===== config.mk =====
export PLATFORM = sky130hd
export DESIGN_NAME = pllsw_top
export DESIGN_NICKNAME = d
export VERILOG_FILES = /design/src/design/pllsw_pkg.sv /design/src/design/pllsw_mon_if.sv /design/src/design/pllsw_mon.sv /design/src/design/pllsw_top.sv
export SDC_FILE = /design/constraint.sdc
export NUM_CORES = 1
export LEC_CHECK = 0
export BUFFER_PORTS_ARGS = -buffer_cell sky130_fd_sc_hd__clkbuf_2
export CAP_MARGIN = 20
export CORE_MARGIN = 1
export CORE_UTILIZATION = 55
export CTS_BUF_LIST = sky130_fd_sc_hd__clkbuf_8
export CTS_CLUSTER_SIZE = 12
export DETAILED_ROUTE_END_ITERATION = 10
export PLACE_DENSITY = 0.76
export SLEW_MARGIN = 40
export SYNTH_ARGS = -nofsm -noshare
export SYNTH_HDL_FRONTEND = slang
export SYNTH_SLANG_ARGS = --single-unit

===== constraint.sdc =====
create_clock -name clk_i -period 3.4 [get_ports clk_i]
set_clock_uncertainty 0.15 [all_clocks]
set_input_delay 0.68 -clock clk_i [delete_from_list [all_inputs] [get_ports clk_i]]
set_output_delay 0.68 -clock clk_i [all_outputs]
set_load 0.05 [all_outputs]

===== src/design/pllsw_pkg.sv =====
// Package: register map, field layout, reset values and timing counts of the switchover block
package pllsw_pkg;

  // ****************************************
  // Register byte offsets
  // ****************************************
  localparam logic [7:0] PLLSW_CTRL_OFS   = 8'h00;
  localparam logic [7:0] PLLSW_DELAY_OFS  = 8'h04;
  localparam logic [7:0] PLLSW_STATUS_OFS = 8'h08;
  localparam logic [7:0] PLLSW_ISTAT_OFS  = 8'h0C;
  localparam logic [7:0] PLLSW_IMASK_OFS  = 8'h10;

  // ****************************************
  // Control fields
  // ****************************************
  localparam int CTRL_SEC_EN_BIT   = 0;
  localparam int CTRL_MODE_LSB     = 1;
  localparam int CTRL_DELAY_EN_BIT = 3;
  localparam int CTRL_PHASE_EN_BIT = 4;
  localparam int CTRL_RES_LSB      = 8;
  localparam int CTRL_RES_W        = 8;
  localparam logic [31:0] CTRL_RST = 32'h0000_0100;
  localparam logic [15:0] DELAY_RST = 16'h0000;

  // ****************************************
  // Status fields and interrupt bits
  // ****************************************
  localparam int STAT_ACTIVE_BIT = 0;
  localparam int STAT_PFAULT_BIT = 1;
  localparam int STAT_SFAULT_BIT = 2;
  localparam int STAT_BUSY_BIT   = 3;
  localparam int STAT_LOCK_BIT   = 4;
  localparam int STAT_PHASE_LSB  = 8;
  localparam int IRQ_W           = 4;
  localparam int IRQ_SWITCH_BIT  = 0;
  localparam int IRQ_PFAULT_BIT  = 1;
  localparam int IRQ_SFAULT_BIT  = 2;
  localparam int IRQ_PDONE_BIT   = 3;

  // ****************************************
  // Timing
  // ****************************************
  localparam int CLK_PERIOD_NS    = 20;
  localparam int FAULT_TIME_NS    = 320;
  localparam int FAULT_CYC        = (FAULT_TIME_NS + CLK_PERIOD_NS - 1) / CLK_PERIOD_NS;
  localparam int PHASE_SCAN_EDGES = 2;

  typedef enum logic [1:0] {PLLSW_MANUAL, PLLSW_AUTO, PLLSW_AUTO_OVR} pllsw_mode_t;
  typedef enum logic {PLLSW_IDLE, PLLSW_WAIT} pllsw_state_t;

endpackage : pllsw_pkg


===== src/design/pllsw_mon_if.sv =====
// Interface: one reference clock activity monitor and its consumer
`timescale 1ns/1ps
interface pllsw_mon_if;
  logic ref_clk;
  logic enable;
  logic rise;
  logic fault;
  modport mon (input ref_clk, input enable, output rise, output fault);
  modport ctl (output ref_clk, output enable, input rise, input fault);
endinterface : pllsw_mon_if


===== src/design/pllsw_mon.sv =====
// Module: stopped-clock detector for one sampled reference clock
`timescale 1ns/1ps
module pllsw_mon
  import pllsw_pkg::*;
#(
  parameter int TIMEOUT = FAULT_CYC
)(
  input  wire logic clk_i,
  input  wire logic rst_n_i,
  pllsw_mon_if.mon  mon
);

  localparam int CW = $clog2(TIMEOUT + 1);

  // Refused while elaborating: a shorter timeout would flag a healthy clock
  if (TIMEOUT < 2)
  begin : g_bad_timeout
    $error("pllsw_mon: TIMEOUT must be at least 2");
  end

  logic          ref_q_r;
  logic [CW-1:0] idle_cnt_r;
  logic          toggle;

  assign toggle = mon.ref_clk != ref_q_r;

  always_ff @(posedge clk_i or negedge rst_n_i)
  begin
    if (!rst_n_i)
    begin
      ref_q_r  <= 1'b0;
      mon.rise <= 1'b0;
    end
    else
    begin
      ref_q_r  <= mon.ref_clk;
      mon.rise <= mon.ref_clk & ~ref_q_r;
    end
  end

  // A quiet reference is flagged after TIMEOUT + 1 cycles without any edge
  always_ff @(posedge clk_i or negedge rst_n_i)
  begin
    if (!rst_n_i)
    begin
      idle_cnt_r <= '0;
      mon.fault  <= 1'b0;
    end
    else if (!mon.enable || toggle)
    begin
      idle_cnt_r <= '0;
      mon.fault  <= 1'b0;
    end
    else if (idle_cnt_r == CW'(TIMEOUT))
      mon.fault  <= 1'b1;
    else
      idle_cnt_r <= idle_cnt_r + CW'(1);
  end

endmodule : pllsw_mon


===== src/design/pllsw_top.sv =====
// Module: reference clock switchover, fault report and phase step control with APB registers
//
// Decided for this implementation: the APB interface to the registers and the register addresses.
`timescale 1ns/1ps
module pllsw_top
  import pllsw_pkg::*;
#(
  parameter int NUM_CNT   = 8,
  parameter int DELAY_W   = 16,
  parameter int PHASE_W   = 8,
  parameter int TIMEOUT   = FAULT_CYC
)(
  input  wire logic                       clk_i,
  input  wire logic                       rst_n_i,
  input  wire logic                       psel_i,
  input  wire logic                       penable_i,
  input  wire logic                       pwrite_i,
  input  wire logic [7:0]                 paddr_i,
  input  wire logic [31:0]                pwdata_i,
  output logic      [31:0]                prdata_o,
  output logic                            pready_o,
  output logic                            pslverr_o,
  input  wire logic                       primary_ref_clock_i,
  input  wire logic                       secondary_ref_clock_i,
  input  wire logic                       pll_locked_i,
  input  wire logic                       switch_req_i,
  output logic                            active_ref_o,
  output logic                            primary_ref_fault_o,
  output logic                            secondary_ref_fault_o,
  input  wire logic [$clog2(NUM_CNT)-1:0] phase_cnt_sel_i,
  input  wire logic                       phase_up_dn_i,
  input  wire logic                       phase_step_i,
  input  wire logic                       scan_clk_i,
  output logic                            phase_done_o,
  output logic                            irq_o
);

  localparam int SW = $clog2(NUM_CNT);

  // Counter select must index every phase word; fields must fit their register slots
  if (NUM_CNT < 2 || (NUM_CNT & (NUM_CNT - 1)) != 0 || DELAY_W < 1 || DELAY_W > 16 || PHASE_W < 4 || PHASE_W > 8)
  begin : g_bad_params
    $error("pllsw_top: unsupported parameter values");
  end

  // ****************************************
  // Registers and monitors
  // ****************************************
  logic [31:0]        ctrl_r;
  logic [DELAY_W-1:0] delay_r;
  logic [IRQ_W-1:0]   istat_r;
  logic [IRQ_W-1:0]   imask_r;
  logic [IRQ_W-1:0]   ievt;
  pllsw_state_t       state_r;
  logic [DELAY_W-1:0] wait_cnt_r;
  logic               active_r;
  logic               locked_q_r;
  logic               req_q_r;
  logic               pfault_q_r;
  logic               sfault_q_r;
  logic               sw_evt_r;
  logic               trigger;
  logic               fire_now;
  logic               wr_en;
  logic               sec_en;
  logic               delay_en;
  pllsw_mode_t        mode;

  assign sec_en   = ctrl_r[CTRL_SEC_EN_BIT];
  assign delay_en = ctrl_r[CTRL_DELAY_EN_BIT];
  assign mode     = pllsw_mode_t'(ctrl_r[CTRL_MODE_LSB +: 2]);
  assign wr_en    = psel_i & penable_i & pwrite_i;

  pllsw_mon_if pmon ();
  pllsw_mon_if smon ();

  assign pmon.ref_clk = primary_ref_clock_i;
  assign pmon.enable  = 1'b1;
  assign smon.ref_clk = secondary_ref_clock_i;
  assign smon.enable  = sec_en;

  pllsw_mon #(.TIMEOUT(TIMEOUT)) u_pmon (.clk_i(clk_i), .rst_n_i(rst_n_i), .mon(pmon));
  pllsw_mon #(.TIMEOUT(TIMEOUT)) u_smon (.clk_i(clk_i), .rst_n_i(rst_n_i), .mon(smon));

  // ****************************************
  // Switchover control
  // ****************************************
  always_comb
  begin
    trigger = 1'b0;
    if (sec_en && state_r == PLLSW_IDLE)
    begin
      case (mode)
        PLLSW_MANUAL:   trigger = switch_req_i != active_r;
        PLLSW_AUTO:     trigger = (locked_q_r & ~pll_locked_i) | (~active_r & pmon.fault);
        PLLSW_AUTO_OVR: trigger = (locked_q_r & ~pll_locked_i) | (switch_req_i & ~req_q_r);
        default:        trigger = 1'b0;
      endcase
    end
  end

  // Delay counts rising edges of the reference being switched to, so a dead outgoing source cannot stall it
  assign fire_now = trigger & ~(delay_en & (delay_r != '0));

  always_ff @(posedge clk_i or negedge rst_n_i)
  begin
    if (!rst_n_i)
    begin
      state_r    <= PLLSW_IDLE;
      wait_cnt_r <= '0;
      active_r   <= 1'b0;
      sw_evt_r   <= 1'b0;
    end
    else
    begin
      sw_evt_r <= 1'b0;
      if (!sec_en)
      begin
        state_r  <= PLLSW_IDLE;
        active_r <= 1'b0;
      end
      else
      begin
        case (state_r)
          PLLSW_IDLE:
          begin
            if (fire_now)
            begin
              active_r <= ~active_r;
              sw_evt_r <= 1'b1;
            end
            else if (trigger)
            begin
              state_r    <= PLLSW_WAIT;
              wait_cnt_r <= delay_r;
            end
          end
          PLLSW_WAIT:
          begin
            if (active_r ? pmon.rise : smon.rise)
            begin
              if (wait_cnt_r == DELAY_W'(1))
              begin
                state_r  <= PLLSW_IDLE;
                active_r <= ~active_r;
                sw_evt_r <= 1'b1;
              end
              wait_cnt_r <= wait_cnt_r - DELAY_W'(1);
            end
          end
          default: state_r <= PLLSW_IDLE;
        endcase
      end
    end
  end

  always_ff @(posedge clk_i or negedge rst_n_i)
  begin
    if (!rst_n_i)
    begin
      locked_q_r            <= 1'b0;
      req_q_r               <= 1'b0;
      pfault_q_r            <= 1'b0;
      sfault_q_r            <= 1'b0;
      active_ref_o          <= 1'b0;
      primary_ref_fault_o   <= 1'b0;
      secondary_ref_fault_o <= 1'b0;
    end
    else
    begin
      locked_q_r            <= pll_locked_i;
      req_q_r               <= switch_req_i;
      pfault_q_r            <= pmon.fault;
      sfault_q_r            <= smon.fault;
      active_ref_o          <= active_r;
      primary_ref_fault_o   <= pmon.fault;
      secondary_ref_fault_o <= smon.fault;
    end
  end

  // ****************************************
  // Dynamic phase stepping
  // ****************************************
  // Scan clock is sampled, so it must run well below half the bus clock
  logic               phase_en;
  logic               step_q_r;
  logic               scan_q_r;
  logic               busy_r;
  logic               pdone_evt_r;
  logic [SW-1:0]      sel_r;
  logic               dir_r;
  logic [1:0]         scan_cnt_r;
  logic [PHASE_W-1:0] phase_r [NUM_CNT];
  logic [PHASE_W-1:0] res;
  logic               step_take;

  assign phase_en  = ctrl_r[CTRL_PHASE_EN_BIT];
  assign res       = ctrl_r[CTRL_RES_LSB +: PHASE_W];
  assign step_take = phase_en & phase_step_i & ~step_q_r & ~busy_r;

  always_ff @(posedge clk_i or negedge rst_n_i)
  begin
    if (!rst_n_i)
    begin
      step_q_r    <= 1'b0;
      scan_q_r    <= 1'b0;
      busy_r      <= 1'b0;
      pdone_evt_r <= 1'b0;
      sel_r       <= '0;
      dir_r       <= 1'b0;
      scan_cnt_r  <= '0;
      for (int i = 0; i < NUM_CNT; i++)
        phase_r[i] <= '0;
    end
    else
    begin
      step_q_r    <= phase_step_i;
      scan_q_r    <= scan_clk_i;
      pdone_evt_r <= 1'b0;
      if (step_take)
      begin
        busy_r     <= 1'b1;
        sel_r      <= phase_cnt_sel_i;
        dir_r      <= phase_up_dn_i;
        scan_cnt_r <= '0;
      end
      else if (busy_r && scan_clk_i && !scan_q_r)
      begin
        scan_cnt_r <= scan_cnt_r + 2'h1;
        if (scan_cnt_r == 2'(PHASE_SCAN_EDGES - 1))
        begin
          // Each unit is one eighth of the oscillator period; res sets units per step
          phase_r[sel_r] <= dir_r ? phase_r[sel_r] + res : phase_r[sel_r] - res;
          busy_r         <= 1'b0;
          pdone_evt_r    <= 1'b1;
        end
      end
    end
  end

  assign phase_done_o = ~busy_r;

  // ****************************************
  // APB slave and interrupts
  // ****************************************
  assign ievt[IRQ_SWITCH_BIT] = sw_evt_r;
  assign ievt[IRQ_PFAULT_BIT] = pmon.fault & ~pfault_q_r;
  assign ievt[IRQ_SFAULT_BIT] = smon.fault & ~sfault_q_r;
  assign ievt[IRQ_PDONE_BIT]  = pdone_evt_r;

  assign pready_o  = 1'b1;
  assign pslverr_o = psel_i & penable_i & ~(paddr_i == PLLSW_CTRL_OFS || paddr_i == PLLSW_DELAY_OFS
                     || paddr_i == PLLSW_STATUS_OFS || paddr_i == PLLSW_ISTAT_OFS || paddr_i == PLLSW_IMASK_OFS);

  always_ff @(posedge clk_i or negedge rst_n_i)
  begin
    if (!rst_n_i)
    begin
      ctrl_r  <= CTRL_RST;
      delay_r <= DELAY_RST[DELAY_W-1:0];
      imask_r <= '0;
    end
    else if (wr_en)
    begin
      if (paddr_i == PLLSW_CTRL_OFS)
        ctrl_r <= pwdata_i;
      else if (paddr_i == PLLSW_DELAY_OFS)
        delay_r <= pwdata_i[DELAY_W-1:0];
      else if (paddr_i == PLLSW_IMASK_OFS)
        imask_r <= pwdata_i[IRQ_W-1:0];
    end
  end

  // New events win over a same-cycle write-one-to-clear
  always_ff @(posedge clk_i or negedge rst_n_i)
  begin
    if (!rst_n_i)
      istat_r <= '0;
    else if (wr_en && paddr_i == PLLSW_ISTAT_OFS)
      istat_r <= (istat_r & ~pwdata_i[IRQ_W-1:0]) | ievt;
    else
      istat_r <= istat_r | ievt;
  end

  always_ff @(posedge clk_i or negedge rst_n_i)
  begin
    if (!rst_n_i)
      irq_o <= 1'b0;
    else
      irq_o <= |(istat_r & imask_r);
  end

  always_comb
  begin
    prdata_o = 32'h0000_0000;
    if (psel_i && !pwrite_i)
    begin
      if (paddr_i == PLLSW_CTRL_OFS)
        prdata_o = ctrl_r;
      else if (paddr_i == PLLSW_DELAY_OFS)
        prdata_o = 32'(delay_r);
      else if (paddr_i == PLLSW_STATUS_OFS)
      begin
        prdata_o[STAT_ACTIVE_BIT] = active_r;
        prdata_o[STAT_PFAULT_BIT] = pmon.fault;
        prdata_o[STAT_SFAULT_BIT] = smon.fault;
        prdata_o[STAT_BUSY_BIT]   = busy_r;
        prdata_o[STAT_LOCK_BIT]   = pll_locked_i;
        prdata_o[STAT_PHASE_LSB +: PHASE_W] = phase_r[sel_r];
      end
      else if (paddr_i == PLLSW_ISTAT_OFS)
        prdata_o = 32'(istat_r);
      else if (paddr_i == PLLSW_IMASK_OFS)
        prdata_o = 32'(imask_r);
    end
  end

  // ****************************************
  // Assertions
  // ****************************************
  AST_SEC_DISABLED: assert property (@(posedge clk_i) disable iff (!rst_n_i)
    !sec_en |=> !active_r) else $error("secondary selected while disabled");
  AST_PRIMARY_AT_RESET: assert property (@(posedge clk_i)
    !rst_n_i |=> !active_r) else $error("primary not selected after reset");
  AST_MANUAL_FOLLOW: assert property (@(posedge clk_i) disable iff (!rst_n_i)
    (mode == PLLSW_MANUAL && fire_now && sec_en) |=> active_r == $past(switch_req_i))
    else $error("manual selection not followed");
  AST_AUTO_FAULT: assert property (@(posedge clk_i) disable iff (!rst_n_i)
    (sec_en && mode == PLLSW_AUTO && state_r == PLLSW_IDLE && !active_r && pmon.fault && !delay_en)
    |=> active_r ##1 active_ref_o) else $error("no switch on primary fault");
  AST_OVERRIDE_REQ: assert property (@(posedge clk_i) disable iff (!rst_n_i)
    (sec_en && mode == PLLSW_AUTO_OVR && state_r == PLLSW_IDLE && $rose(switch_req_i) && !delay_en)
    |=> active_r != $past(active_r)) else $error("override request ignored");
  AST_DELAY_HOLDS: assert property (@(posedge clk_i) disable iff (!rst_n_i)
    (trigger && !fire_now && sec_en) |=> state_r == PLLSW_WAIT && $stable(active_r))
    else $error("switch not delayed");
  AST_ACTIVE_OUT: assert property (@(posedge clk_i) disable iff (!rst_n_i)
    $changed(active_ref_o) |-> $past(sw_evt_r, 1) || $past(!sec_en, 2))
    else $error("active output changed without switchover");
  AST_PFAULT_CLEARS: assert property (@(posedge clk_i) disable iff (!rst_n_i)
    $changed(primary_ref_clock_i) |-> ##[1:2] !primary_ref_fault_o)
    else $error("primary fault while toggling");
  AST_SFAULT_CLEARS: assert property (@(posedge clk_i) disable iff (!rst_n_i)
    $changed(secondary_ref_clock_i) |-> ##[1:2] !secondary_ref_fault_o)
    else $error("secondary fault while toggling");
  AST_STEP_BUSY: assert property (@(posedge clk_i) disable iff (!rst_n_i)
    step_take |=> !phase_done_o && sel_r == $past(phase_cnt_sel_i))
    else $error("phase step not taken");

endmodule : pllsw_top


==> run metrics <==
Net Switching approximately 1.5 mW; vias per std cell 5.88; hold path cells 1; Worst-Skew Late Latency ~0.47 ns; area growth from synthesis to layout 18.1%; Period Utilization, post-route 98.6%; first-pass detailed-route iteration total 5; Clock Path Buffers 2; top-count cell post-synth dfrtp_1; TritonCTS buffer count 17; Setup crit start kind flop; ys async rst share 100%; Gate power share between 10% and 20%; Total Power 4.63 mW; proportion of power drawn by flip-flops and latches between 50% and 60%; status finished, final reports clean; Slew HR a little under half; Hold WC Path Type in -> reg; global-route usage over all layers 26.4%; CP Data Arrival Time 2.52 ns; sequential share of the synthesized area between 40 and 50%; WL/cell 18.2 um; share of layout cells above drive strength 1 approximately a third; crit path kind reg -> out; Final ANT Viol Nets 0; vias in the first global route ~6,400; IO Count 94; Critical Path RT around 2.6 ns; Vert. Die Dim around 130 um; clock power share ~30%; GP Congestion 0.849; largest cells by area after synthesis dfrtp_1 49%, mux2_2 11%, nand2_1 3.7%, ha_1 2.9%, o21ai_0 2.8%; post-DP HPWL 14.5 mm; H-tree depth 4; CTS sink count 171; post-route setup slack roughly 0.047 ns; design area between 10,000 and 15,000 um2; Synth warnings 0; Placeable Area approximately 15,000 um2; largest net degree at the start of global routing between 60 and 70; DR DRC count 0; CTS tree built; die area 16,200 um2; antenna violations before repair 0; total grt overflow 0; synthesis-stage register bit count around 170; Slew @ Worst Pin slightly above 0.8 ns; drt initial violations approximately 640; worst r2r path cells 10; PD cells between 400 and 500 nW/um2; Switching Share 32.8%; Synth Cell Area between 8000 and 9000 um2; Synth Area per Inst between 10 and 15 um2; Setup WS pre-CTS 0.0739 ns; most frequent cells after synthesis 170 x dfrtp_1, 86 x nand2_1, 82 x mux2_2; CP Max Fanout 8; CTS root buf clkbuf_8; fmax 298 MHz; Final Core Density between 60% and 70%; first-pass GRT wire length 33.0 mm; CP Capture Type output port; Synth cell types 69; Finish-stage setup viols 0; Area after DPL about 9600 um2; min Tclk post-route ~3.4 ns; DR vias 6,630; Port-buffer cells 92; Pint roughly 3.1 mW; final max-slew violation count 0; reg-to-reg setup timing slack ~0.17 ns; Yosys top cell area share between 40 and 50%; Primary FF master, synth dfrtp_1; Rows 45; Antenna diodes 0; Pleak 4.88 nW; max cap viols 0; die width between 100 and 150 um; Syn Nets 870; post-synthesis cell count slightly below 800; Max IR drop VDD just over 0.3 mV; setup tns final 0 ns; Post-synth EDFFs 0; area leader, netlist dfrtp_1; clk slew on worst S/H paths 0.11 ns; final net count slightly below 1,000; DRT Wirelength approximately 20 mm; final hold vios 0; Initial Util between 50% and 60%
## per-stage QoR
| step | std cells | hold WS [ns] |
|---|---|---|
| 2_1_floorplan | 794 | 0.234 |
| 3_3_place_gp | 1084 | 0.259 |
| 3_5_place_dp | 1084 | 0.262 |
| 4_1_cts | 1118 | 0.160 |
| 5_1_grt | 1127 | 0.158 |
| 6_report | 1127 | 0.175 |
## registers in the layout (all words and copies together), names as in the netlist, 2 cells and up
signal and count:
ctrl_r 32, delay_r 16, imask_r 4, istat_r 4, phase_r 64, scan_cnt_r 2, sel_r 3, u_pmon.idle_cnt_r 5
u_smon.idle_cnt_r 5, wait_cnt_r 16
## cells by family (layout without fill, tap and decap cells)
family	count (synthesis)	count (layout)	share of synthesized area, %
compound gates	147	147	11.5
xor+xnor	22	22	2.24
fa+ha+maj	21	21	3.14
buf+inv	76	198	3.87
flops	171	171	49.7
mux	104	104	14.8
other cells	1	1	0.0436
simple gates	252	252	14.7
## routing by layer
metal	vias to the layer above	GRT usage (%)	wire length [um]
met5	-	0	0
met2	257	41.2	9580
met1	3284	37.5	9140
li1	3059	-	-
met3	30	5.78	1390
met4	0	7.21	342
## worst paths after layout
check | from | to
min in group asynchronous | rst_n_i | phase_r[2]
max in group asynchronous | rst_n_i | ctrl_r[19]
hold / removal | primary_ref_clock_i | u_pmon.ref_q_r
setup / recovery | sel_r[1] | prdata_o[12]
setup reg to reg | sel_r[0] | phase_r[6]
hold reg to reg | pdone_evt_r | istat_r[3]
## placed cells by master (no fill, tap or decap), types with 6 or more instances in the layout
master / instances
dfrtp_1: 167
nand2_1: 86
mux2_2: 81
clkbuf_2: 80
nor2_1: 50
o21ai_0: 49
buf_4: 35
inv_1: 31
a21oi_1: 22
ha_1: 20
and3_1: 19
clkbuf_8: 17
nor3_1: 14
buf_12: 14
nand3_1: 13
xor2_1: 12
mux4_2: 10
mux2i_1: 9
xnor2_1: 9
nand2b_1: 8
a222oi_1: 8
nor2_2: 8
nor3b_1: 7
nand3b_1: 7
a21o_1: 7
a31oi_1: 6
nor2b_1: 6
a22oi_1: 6
a221oi_1: 6
## critical path, cell delays in order, from the launching register on
cell	delay (ns)
dfrtp_2	0.42
buf_12	0.14
buf_4	0.11
mux4_2	0.48
nand2_1	0.08
nand2_1	0.09
a222oi_1	0.39
nor2_2	0.13
buf_12	0.20
## final cells by class
cell class	instances	area (um2)
Tap cell	211	264
Clock inverter	15	150
Clock buffer	17	234
Inverter	32	120
Timing Repair Buffer	134	1030
Fill cell	1132	5090
Multi-Input combinational cell	547	4090
Sequential cell	171	4280
## power by group through the flow
stage          combinational (mW)  clock (mW)  sequential (mW)
6_report                    0.904        1.39             2.34
5_1_grt                      1.01        1.49             2.36
4_1_cts                     0.860        1.41             2.33
3_5_place_dp                0.850           0             2.37
3_3_place_gp                0.828           0             2.37
2_1_floorplan               0.590           0             2.34
## repair_timing
item,CTS,global route
pin swaps,0,6
cloned,0,1
setup buffers,1,8
endpoints found under the hold margin,29,0
setup endpoints to repair,4,18
resized for setup,2,12
hold buffers,1,0
Note: power is estimated with default switching activity, not from simulation.
